[src/shared/cpr_consts.vh]
/*
 * constants for the configuration power and pin function register bank.
 * assumes inclusion by bare name from the design files; definitions only.
 */
// Notes on behaviour
// RULE1: registers reachable only in config state, index match
// RULE2: power-up defaults 9CH, 88H, 70H
// RULE3: reserved bits read fixed values, ignore writes
// RULE4: parallel bit 2 low means low power
// RULE5: parallel bit 3 low enables extended modes
// RULE6: lock low blocks all config register access
// RULE7: cleared lock returns only through reset
// RULE8: power-down leaves address decoding untouched
// RULE9: software disables decoding with base below 100h
// RULE10: powered-down device still joins range checking
// RULE11: serial bit 3 low powers down primary
// RULE12: serial bit 7 low powers down secondary, infrared
// RULE13: pin bit 1 selects enhanced floppy two
// RULE14: pin bit 4 high forces density output high
// RULE15: pin bits 6,5 select floppy interface mode
// RULE16: pin bit 0 picks power-good or game select
// RULE17: pin bits 7,2 pick second drive, qualifier, irq
// RULE18: extended setup bits 1:0 select parallel mode
`ifndef CPR_CONSTS_VH
`define CPR_CONSTS_VH

// -----------------------------------------------------------------
// config indexes and apb byte addresses
// -----------------------------------------------------------------
`define CPR_IDX_PAR        8'h01
`define CPR_IDX_SER        8'h02
`define CPR_IDX_PIN        8'h03
`define CPR_IDX_LAST       8'h2F
`define CPR_ADDR_STATE     8'h00
`define CPR_ADDR_INDEX     8'h04
`define CPR_ADDR_DATA      8'h08
`define CPR_ADDR_EXT       8'h0C
`define CPR_ADDR_STATUS    8'h10

// -----------------------------------------------------------------
// reset values
// -----------------------------------------------------------------
`define CPR_RST_PAR        8'h9C
`define CPR_RST_SER        8'h88
`define CPR_RST_PIN        8'h70
`define CPR_RST_EXT        2'h0

// -----------------------------------------------------------------
// writable masks and fixed read values
// -----------------------------------------------------------------
`define CPR_WMASK_PAR      8'h8C
`define CPR_FIXED_PAR      8'h10
`define CPR_WMASK_SER      8'h88
`define CPR_WMASK_PIN      8'hF7

// -----------------------------------------------------------------
// field positions
// -----------------------------------------------------------------
`define CPR_PAR_PWR        2
`define CPR_PAR_PRN        3
`define CPR_PAR_LOCK       7
`define CPR_SER_PRI        3
`define CPR_SER_SEC        7
`define CPR_PIN_GAME       0
`define CPR_PIN_FLOP2      1
`define CPR_PIN_IRQ        2
`define CPR_PIN_DEN        4
`define CPR_PIN_ENC        5
`define CPR_PIN_ID         6
`define CPR_PIN_QUAL       7

// -----------------------------------------------------------------
// floppy interface and parallel modes, shared pin roles
// -----------------------------------------------------------------
`define CPR_FLOP_M30       2'h0
`define CPR_FLOP_PS2       2'h1
`define CPR_FLOP_RSVD      2'h2
`define CPR_FLOP_AT        2'h3
`define CPR_PMODE_PRN      3'h4
`define CPR_PIN92_SECOND_DRIVE_INPUT     2'h0
`define CPR_PIN92_QUAL     2'h1
`define CPR_PIN92_IRQ      2'h2

`endif

[src/core/cpr_cfg_reg.v]
/*
 * one 8-bit configuration register with write mask and fixed bits.
 * assumes a write strobe already qualified by state, index and lock.
 */
`include "cpr_consts.vh"
`timescale 1ns/1ps

module cpr_cfg_reg #(
  parameter [7:0] RST   = 8'h00,
  parameter [7:0] WMASK = 8'hFF,
  parameter [7:0] FIXED = 8'h00,
  parameter [7:0] STICK = 8'h00
) (
  // clock and reset
  input  wire       pclk,
  input  wire       presetn,
  // write side
  input  wire       wr,
  input  wire [7:0] wdata,
  // register value as read
  output wire [7:0] value
);

  reg  [7:0] store;
  wire [7:0] next_store;

  // masked update; sticky bits may only fall
  assign next_store = ((store & ~WMASK) | (wdata & WMASK)) & ~(STICK & ~store); // [RULE7]

  // store with power-up default
  always @(posedge pclk or negedge presetn) begin
    if (!presetn) begin
      store <= RST; // [RULE2]
    end else if (wr) begin
      store <= next_store;
    end
  end

  // reserved bits read their fixed level
  assign value = (store & WMASK) | FIXED; // [RULE3]

endmodule

[src/core/cpr_regs.v]
/*
 * apb slave for the parallel, serial power and pin function config regs.
 * assumes a single 200 MHz clock and apb master; peripherals outside.
 */
`include "cpr_consts.vh"
`timescale 1ns/1ps

module cpr_regs (
  // apb
  input  wire        pclk,
  input  wire        presetn,
  input  wire        psel,
  input  wire        penable,
  input  wire        pwrite,
  input  wire [7:0]  paddr,
  input  wire [31:0] pwdata,
  output reg  [31:0] prdata,
  output reg         pready,
  output reg         pslverr,
  // power and parallel mode controls
  output reg         par_powered,
  output reg         par_mode_printer,
  output reg  [2:0]  par_mode,
  output reg         uart1_powered,
  output reg         uart2_powered,
  output reg         fast_infrared_block_powered,
  // floppy controls
  output reg         enhanced_floppy_two,
  output reg  [1:0]  floppy_if_mode,
  input  wire        drive_density_prog,
  output reg         drive_density_out,
  // shared pins and lock status
  output reg         pin_game_port_select,
  input  wire        game_port_hit,
  output reg  [1:0]  pin92_role,
  output reg         pin92_out,
  input  wire        irq_b_req,
  output reg         cfg_locked
);

  // -----------------------------------------------------------------
  // apb phases and configuration access gating
  // -----------------------------------------------------------------
  reg        cfg_state;
  reg  [7:0] config_select_index;
  reg  [1:0] ext_setup;
  wire       acc     = psel & penable & pready;
  wire       wr_acc  = acc & pwrite;
  wire       unlocked;
  wire [7:0] par_v;
  wire [7:0] ser_v;
  wire [7:0] pin_v;
  // index legal for the config data port while unlocked
  wire       idx_open = cfg_state & unlocked
                        & (config_select_index <= `CPR_IDX_LAST); // [RULE1] [RULE6]
  wire       data_wr  = wr_acc & (paddr == `CPR_ADDR_DATA) & idx_open;
  wire       wr_par   = data_wr & (config_select_index == `CPR_IDX_PAR); // [RULE1]
  wire       wr_ser   = data_wr & (config_select_index == `CPR_IDX_SER); // [RULE1]
  wire       wr_pin   = data_wr & (config_select_index == `CPR_IDX_PIN); // [RULE1]

  assign unlocked = par_v[`CPR_PAR_LOCK]; // [RULE6]

  // -----------------------------------------------------------------
  // the three configuration registers
  // -----------------------------------------------------------------
  cpr_cfg_reg #(
    .RST   (`CPR_RST_PAR),
    .WMASK (`CPR_WMASK_PAR),
    .FIXED (`CPR_FIXED_PAR),
    .STICK (8'h80)
  ) u_par (
    .pclk    (pclk),
    .presetn (presetn),
    .wr      (wr_par),
    .wdata   (pwdata[7:0]),
    .value   (par_v)
  );

  cpr_cfg_reg #(
    .RST   (`CPR_RST_SER),
    .WMASK (`CPR_WMASK_SER),
    .FIXED (8'h00),
    .STICK (8'h00)
  ) u_ser (
    .pclk    (pclk),
    .presetn (presetn),
    .wr      (wr_ser),
    .wdata   (pwdata[7:0]),
    .value   (ser_v)
  );

  cpr_cfg_reg #(
    .RST   (`CPR_RST_PIN),
    .WMASK (`CPR_WMASK_PIN),
    .FIXED (8'h00),
    .STICK (8'h00)
  ) u_pin (
    .pclk    (pclk),
    .presetn (presetn),
    .wr      (wr_pin),
    .wdata   (pwdata[7:0]),
    .value   (pin_v)
  );

  // -----------------------------------------------------------------
  // config state, index and extended setup mode bits
  // -----------------------------------------------------------------
  // state and index writable always; ext setup follows the lock
  always @(posedge pclk or negedge presetn) begin
    if (!presetn) begin
      cfg_state           <= 1'b0;
      config_select_index <= 8'h00;
      ext_setup           <= `CPR_RST_EXT;
    end else if (wr_acc) begin
      if (paddr == `CPR_ADDR_STATE) begin
        cfg_state <= pwdata[0];
      end else if (paddr == `CPR_ADDR_INDEX) begin
        config_select_index <= pwdata[7:0];
      end else if (paddr == `CPR_ADDR_EXT) begin
        if (cfg_state & unlocked) begin // [RULE6]
          ext_setup <= pwdata[1:0];
        end
      end
    end
  end

  // -----------------------------------------------------------------
  // apb answer: one wait state, then ready
  // -----------------------------------------------------------------
  reg  [31:0] next_prdata;
  reg         next_err;

  // read mux and error decode
  always @* begin
    next_prdata = 32'h0000_0000;
    next_err    = 1'b0;
    if (paddr == `CPR_ADDR_STATE) begin
      next_prdata = {31'h0000_0000, cfg_state};
    end else if (paddr == `CPR_ADDR_INDEX) begin
      next_prdata = {24'h00_0000, config_select_index};
    end else if (paddr == `CPR_ADDR_DATA) begin
      if (!idx_open) begin
        next_err = 1'b1; // [RULE1] [RULE6]
      end else if (config_select_index == `CPR_IDX_PAR) begin
        next_prdata = {24'h00_0000, par_v};
      end else if (config_select_index == `CPR_IDX_SER) begin
        next_prdata = {24'h00_0000, ser_v};
      end else if (config_select_index == `CPR_IDX_PIN) begin
        next_prdata = {24'h00_0000, pin_v};
      end
    end else if (paddr == `CPR_ADDR_EXT) begin
      if (cfg_state & unlocked) begin
        next_prdata = {30'h0000_0000, ext_setup};
      end else begin
        next_err = 1'b1; // [RULE6]
      end
    end else if (paddr == `CPR_ADDR_STATUS) begin
      next_prdata = {29'h0000_0000, ~unlocked, cfg_state, 1'b1};
    end else begin
      next_err = 1'b1;
    end
  end

  // ready rises in the cycle after the first access cycle
  always @(posedge pclk or negedge presetn) begin
    if (!presetn) begin
      pready  <= 1'b0;
      prdata  <= 32'h0000_0000;
      pslverr <= 1'b0;
    end else if (psel & penable & !pready) begin
      pready  <= 1'b1;
      prdata  <= pwrite ? 32'h0000_0000 : next_prdata;
      pslverr <= next_err;
    end else begin
      pready  <= 1'b0;
      pslverr <= 1'b0;
    end
  end

  // -----------------------------------------------------------------
  // control outputs to the peripherals
  // -----------------------------------------------------------------
  reg [1:0] next_role;

  // shared pin 92 role decode
  always @* begin
    if (!pin_v[`CPR_PIN_QUAL]) begin
      next_role = `CPR_PIN92_SECOND_DRIVE_INPUT; // [RULE17]
    end else if (pin_v[`CPR_PIN_IRQ]) begin
      next_role = `CPR_PIN92_IRQ;
    end else begin
      next_role = `CPR_PIN92_QUAL;
    end
  end

  // registered controls; address decode not touched by power bits
  always @(posedge pclk or negedge presetn) begin
    if (!presetn) begin
      par_powered                 <= 1'b1;
      par_mode_printer            <= 1'b1;
      par_mode                    <= `CPR_PMODE_PRN;
      uart1_powered               <= 1'b1;
      uart2_powered               <= 1'b1;
      fast_infrared_block_powered <= 1'b1;
      enhanced_floppy_two         <= 1'b0;
      floppy_if_mode              <= `CPR_FLOP_AT;
      drive_density_out           <= 1'b1;
      pin_game_port_select        <= 1'b0;
      pin92_role                  <= `CPR_PIN92_SECOND_DRIVE_INPUT;
      pin92_out                   <= 1'b0;
      cfg_locked                  <= 1'b0;
    end else begin
      par_powered                 <= par_v[`CPR_PAR_PWR]; // [RULE4] [RULE8] [RULE10]
      par_mode_printer            <= par_v[`CPR_PAR_PRN]; // [RULE5]
      par_mode                    <= par_v[`CPR_PAR_PRN] ? `CPR_PMODE_PRN
                                     : {1'b0, ext_setup}; // [RULE5] [RULE18]
      uart1_powered               <= ser_v[`CPR_SER_PRI]; // [RULE11]
      uart2_powered               <= ser_v[`CPR_SER_SEC]; // [RULE12]
      fast_infrared_block_powered <= ser_v[`CPR_SER_SEC]; // [RULE12]
      enhanced_floppy_two         <= pin_v[`CPR_PIN_FLOP2]; // [RULE13]
      floppy_if_mode              <= {pin_v[`CPR_PIN_ID], pin_v[`CPR_PIN_ENC]}; // [RULE15]
      drive_density_out           <= pin_v[`CPR_PIN_DEN] | drive_density_prog; // [RULE14]
      pin_game_port_select        <= pin_v[`CPR_PIN_GAME]; // [RULE16]
      pin92_role                  <= next_role; // [RULE17]
      pin92_out                   <= (next_role == `CPR_PIN92_IRQ) & irq_b_req;
      cfg_locked                  <= ~unlocked; // [RULE7]
    end
  end

  // game port hits outside the game role decode into game_unused, which drives nothing
  reg game_unused;
  always @* begin
    game_unused = game_port_hit & ~pin_v[`CPR_PIN_GAME];
  end

endmodule

[config.mk]
export PLATFORM = sky130hd
export DESIGN_NAME = cpr_regs
export DESIGN_NICKNAME = d
export VERILOG_FILES = /design/src/core/cpr_cfg_reg.v /design/src/core/cpr_regs.v
export VERILOG_INCLUDE_DIRS = /design/src /design/src/shared
export SDC_FILE = /design/constraint.sdc
export NUM_CORES = 1
export LEC_CHECK = 0
export ABC_AREA = 0
export BUFFER_PORTS_ARGS = -buffer_cell sky130_fd_sc_hd__buf_2
export CAP_MARGIN = 30
export CORE_UTILIZATION = 25
export CTS_CLUSTER_SIZE = 25
export DETAILED_ROUTE_END_ITERATION = 8
export PLACE_DENSITY_LB_ADDON = 0.15
export SLEW_MARGIN = 30
export SYNTH_ARGS = -nofsm -noshare
export SYNTH_HDL_FRONTEND = slang
export SYNTH_SLANG_ARGS = --single-unit
[constraint.sdc]
create_clock -name pclk -period 2.8 [get_ports pclk]
set_clock_uncertainty 0.05 [all_clocks]
set_input_delay 0.56 -clock pclk [delete_from_list [all_inputs] [get_ports pclk]]
set_output_delay 0.56 -clock pclk [all_outputs]
set_load 0.01 [all_outputs]
## Word-level counts from Yosys, hierarchy flattened

Index checks and enable logic that the tools add are counted.

- Logic and storage cells: 80
- Register bits after elaboration: 85
- Output and inout port bits: 51
- Input bits: 48

- Multiplexer cells: 23
- Bitwise logic cells: 22
- Reduce and logical (&&, ||, !) cells: 5
- Order comparisons: 1
- Equality and inequality tests: 8

Operators by type and width:

| cell | count |
|---|---|
| $mux 32 | 5 |
| $mux 8 | 4 |
| $eq 8x2->1 const B | 2 |
| $eq 8x4->1 const B | 2 |
| $not 8->8 | 2 |
| $or 7x8->8 | 2 |
| $and 1x1->1 | 12 |
| $mux 1 | 9 |
| $and 8x8->8 | 1 |
| $eq 8x1->1 const B | 1 |
| $eq 8x3->1 const B | 1 |
| $eq 8x5->1 const B | 1 |
| $le 8x6->1 const B | 1 |
| $logic_not 8->1 | 1 |
| $or 4x8->8 | 1 |
| $mux 2 | 3 |
| $mux 3 | 2 |
| $reduce_and 5->1 | 1 |
| $not 1->1 | 3 |
| $reduce_and 3->1 | 1 |
| $eq 2x2->1 const B | 1 |
| $reduce_and 2->1 | 1 |
| $logic_not 1->1 | 1 |
| $or 1x1->1 | 1 |

## Depth between registers and ports, before layout

- Depth after elaboration: 9
- Mapped depth: 6
- Mapped depth without buffers: 4

## Hierarchy

A second synthesis with hierarchy kept.

- Cells, all modules: 222
- Area total of the unflattened synthesis: 2493.6 um2

Modules (own cells, without submodules):

| module | area each (um2) | times used | seq. area each (um2) | cells each |
|---|---|---|---|---|
| cpr_regs | 1905.6 | 1 | 909.6 | 180 |
| cpr_cfg_reg at u_pin | 306.5 | 1 | 178.9 | 17 |
| cpr_cfg_reg at u_par | 157.7 | 1 | 78.8 | 14 |
| cpr_cfg_reg at u_ser | 123.9 | 1 | 52.6 | 11 |

## Worst setup path before layout

Ideal clock, no wire load.

- Kind: in2reg
- From: input port paddr[5]
- To: register u_pin.store[0]
- Stages: 5
- Arrival time: 2.127 ns
- Data required time: 2.623 ns
- Setup slack: 0.496 ns
- Cells stage by stage: or4_4 nor4_4 and4_1 buf_4 mux2_1

- Longest elaborated chain between the ends: 4

RTL lines:

| what | line | text |
|---|---|---|
| start: declaration | cpr_regs.v:15 | `input wire [7:0] paddr,` |
| $eq 8x4->1 (no line) | n/a |  |
| $and 1x1->1 (2 in a row) | cpr_regs.v:56 | `` wire data_wr = wr_acc & (paddr == `CPR_ADDR_DATA) & idx_open; `` |
| $and 1x1->1 | cpr_regs.v:59 | `` wire wr_pin = data_wr & (config_select_index == `CPR_IDX_PIN); `` |
| end signal: assignment | cpr_cfg_reg.v:35 | `store <= next_store;` |
| end: declaration | cpr_cfg_reg.v:24 | `reg [7:0] store;` |

Every way passes these cells.
A chain may end at the register's enable or synchronous reset.

## Worst setup path in the final report

- From: input port paddr[2]
- To: register u_pin.store[7]

The elaborated chain is that of the path after synthesis.

==> flow_summary_export.csv <==
group,metric,value,unit
clock_network,clkTransAtPathRegs,0.09,ns
layout,nNetsFinal,301,
route,ant_nets,0,
sta,tightestPinTransition,0.610,ns
sta,finalSetupTns,0,ns
worst_setup_path,crit_path_max_incr_delay,0.61,ns
pwr,leakagePower,1.33,nW
global_route,grt_overflow,0,
route,remaining_drc_errors,16,
die,start_util,0.261,
route,wl,5.28,mm
route,vias,1634,
global_route,grt_use_met1,0.167,
job,max_cap_viol_count,0,
global_route,grt_pass1_wl,8.56,mm
layout,design_area,2700,µm²
outcome,status,"complete, but fails checks",
yosys,async_flop_share,1.00,
clock_network,cts_buffers,5,
sta,min_period,2.12,ns
yosys,syn_inst,197,
clock_network,cts_setup_buffers,0,
clock_network,cts_tree,"yes",
sta,final.setup.worst_slack,0.684,ns
yosys,synth-main-ff-cell,"dfrtp_1",
die,die_area,9570,µm²
layout,drive_above_1_share,0.398,
yosys,avgSynthCellArea,11.7,µm²
clock_network,cts-root-buf,"clkbuf_8",
place,hpwl,3.86,mm
die,die-height,97.8,µm
global_route,grt_antenna_before_repair,0,
place,port_buffers,49,
sta,period_share,0.756,
sta,final_max_slew_viol_count,0,
global_route,gr-usage-all-layers,0.116,
yosys,synth_edf_count,0,
sta,max_freq,473,MHz
yosys,synth_top_area_cell,"dfrtp_1",
outcome,violations,"design-rule violations",
worst_setup_path,crit_chain,"buf_2, or4_1, nor4_4, and4_1, buf_4, mux2_1",
yosys,ys_warn_count,0,
yosys,synth_top_area_frac,0.360,
clock_network,cts_resized,0,
sta,holdWs,0.305,ns
global_route,grt_start_max_net_pins,49,
pwr,cellPowerDensity,450,nW/µm²
die,coreArea,8810,µm²
clock_network,cts_hold_buf,0,
die,die_w,97.8,µm
yosys,synth_area_leaders,"dfrtp_1 36%, dfstp_2 17%, buf_4 8.8%, mux2_2 7.8%, mux2_1 3.4%",
route,drt_iter0_markers,63,
yosys,ys_ff_latch,48,
clock_network,cts.path.max_buffers,2,
global_route,use_met2,0.168,
clock_network,clock_sinks,48,
layout,area_growth,17.5,%
route,vias_per_cell,4.51,
pwr,ir_drop,0.181,mV
worst_setup_path,worst_setup_path_end_kind,"register",
yosys,synth.distinct_cells,40,
layout,antenna_cells,0,
worst_setup_path,path_max_fanout,16,
sta,finalSetupViolations,0,
route,drtPass1Iterations,6,
die,io_pins,99,
global_route,top_usage_layer,"met2",
worst_setup_path,cp-start-kind,"input port",
worst_setup_path,worst_ep_required_time,2.94,ns
clock_network,htreeDepth,2,
min_path,hold_path.class,"input port to async pin",
global_route,grtUsageMet3,0.0272,
clock_network,clkLatencyLatePin,0.30,ns
place,placed_cell_area,2610,µm²
global_route,grt_pass1_vias,1610,
die,rows,34,
sta,finalHoldViolations,0,
place,dp_slack,0.337,ns
sta,rsz0062_at_grt,"no",
worst_setup_path,cp.arrival,2.26,ns
yosys,synth_area,2300,µm²
sta,slew-limit-headroom,0.593,
route,wire_per_inst,14.6,µm
worst_setup_path,slowest_stage,"or4_1",
place,gp_congestion,0.768,
yosys,ys_seq_area_frac,0.531,
worst_setup_path,critPathKind,"input port to register",
## logic make-up after synthesis
| group | count (synthesis) | share of synthesized area |
|---|---|---|
| simple gates | 58 | 0.159 |
| flops | 48 | 0.531 |
| buf+inv | 36 | 0.103 |
| compound gates | 30 | 0.0883 |
| mux | 24 | 0.117 |
| other cells | 1 | 0.00163 |
## layout make-up
cell class / instances / area (µm²)
timing repair buffer: 57 / 305
clock buffer: 6 / 82.6
clock inverter: 2 / 10.0
fill: 938 / 6110
inverter: 5 / 18.8
tap: 108 / 135
multi-input combinational: 136 / 926
sequential: 48 / 1220
## cell usage after synthesis (2+ instances only)
master     n
dfrtp_1   33
buf_4     27
mux2_2    16
dfstp_2   15
nand2_1   10
a22oi_1    8
o21ai_0    8
mux2_1     7
nand4_1    7
nor2_1     6
inv_1      5
nand3_1    5
clkbuf_1   4
nor2b_1    4
a21oi_1    3
and3_1     3
and4_1     3
nor3_1     3
a211oi_1   2
and2_1     2
nand3b_1   2
nor3b_1    2
o211a_1    2
o31ai_1    2
or2_2      2
or4_1      2
## worst max-delay path, delay by kind of cell
family        cells  cell delay [ns]
mux               1             0.32
buf+inv           2             0.36
simple gates      3             1.02
## worst paths after layout
check / startpoint / end / slack [ns] / cells past startpoint
setup reg to reg: config_select_index[4] / u_pin.store[7] / 0.74 / 5
hold / removal: presetn / config_select_index[5] / 0.31 / 2
max in group asynchronous: presetn / enhanced_floppy_two / 1.99 / 2
setup / recovery: paddr[2] / u_pin.store[7] / 0.68 / 6
min in group pclk: u_pin.store[6] / floppy_if_mode[1] / 0.33 / 0
hold reg to reg: u_pin.store[6] / floppy_if_mode[1] / 0.33 / 0
## layout by cell type, fill, tap and decap left out, types with 3 or more instances in the layout
master and n:
and4_1 3, o21ai_0 8, mux2_2 16, and3_1 3, nand4_1 7, inv_1 5, mux2_1 7, dfrtp_1 33
clkbuf_8 6, buf_2 49, nand2_1 10, dfstp_2 15, buf_4 8, nor3_1 3, nand3_1 5, a21oi_1 3
nor2b_1 4, nor2_1 6, a22oi_1 8, conb_1 24
## stage by stage
| stage | util | cells | power (mW) |
|---|---|---|---|
| global route | 0.306 | 362 | 1.27 |
| CTS | 0.306 | 362 | 1.24 |
| floorplan | - | 220 | 0.771 |
| finish | 0.306 | 362 | 1.21 |
| detailed placement | 0.296 | 354 | 0.795 |
| global placement | 0.296 | 354 | 0.794 |
## report_power, final
group          leakage (nW)  internal, mW  total [mW]  switching, mW
Clock                0.0510         0.198       0.433          0.236
Sequential            0.609         0.697       0.699        0.00185
Combinational         0.671        0.0234      0.0814         0.0580
## metal layers
metal  wire (µm)  vias to the layer above  part of all wire
met5           0                        -                 0
met4          92                        0             0.017
met3         271                        8             0.051
met2        2360                       55              0.45
met1        2550                      798              0.48
li1            -                      773                 -
## registers in the layout, indices dropped and copies added, names as in the netlist
name and flops:
enhanced_floppy_two 1, uart1_powered 1, pin92_out 1, par_powered 1
u_pin.store 7, pin92_role 2, cfg_locked 1, cfg_state 1
floppy_if_mode 2, u_ser.store 2, par_mode 3, ext_setup 2
prdata 8, fast_infrared_block_powered 1, pready 1, config_select_index 8
drive_density_out 1, pin_game_port_select 1, pslverr 1, u_par.store 3
Note: power is estimated with default switching activity, not from simulation.
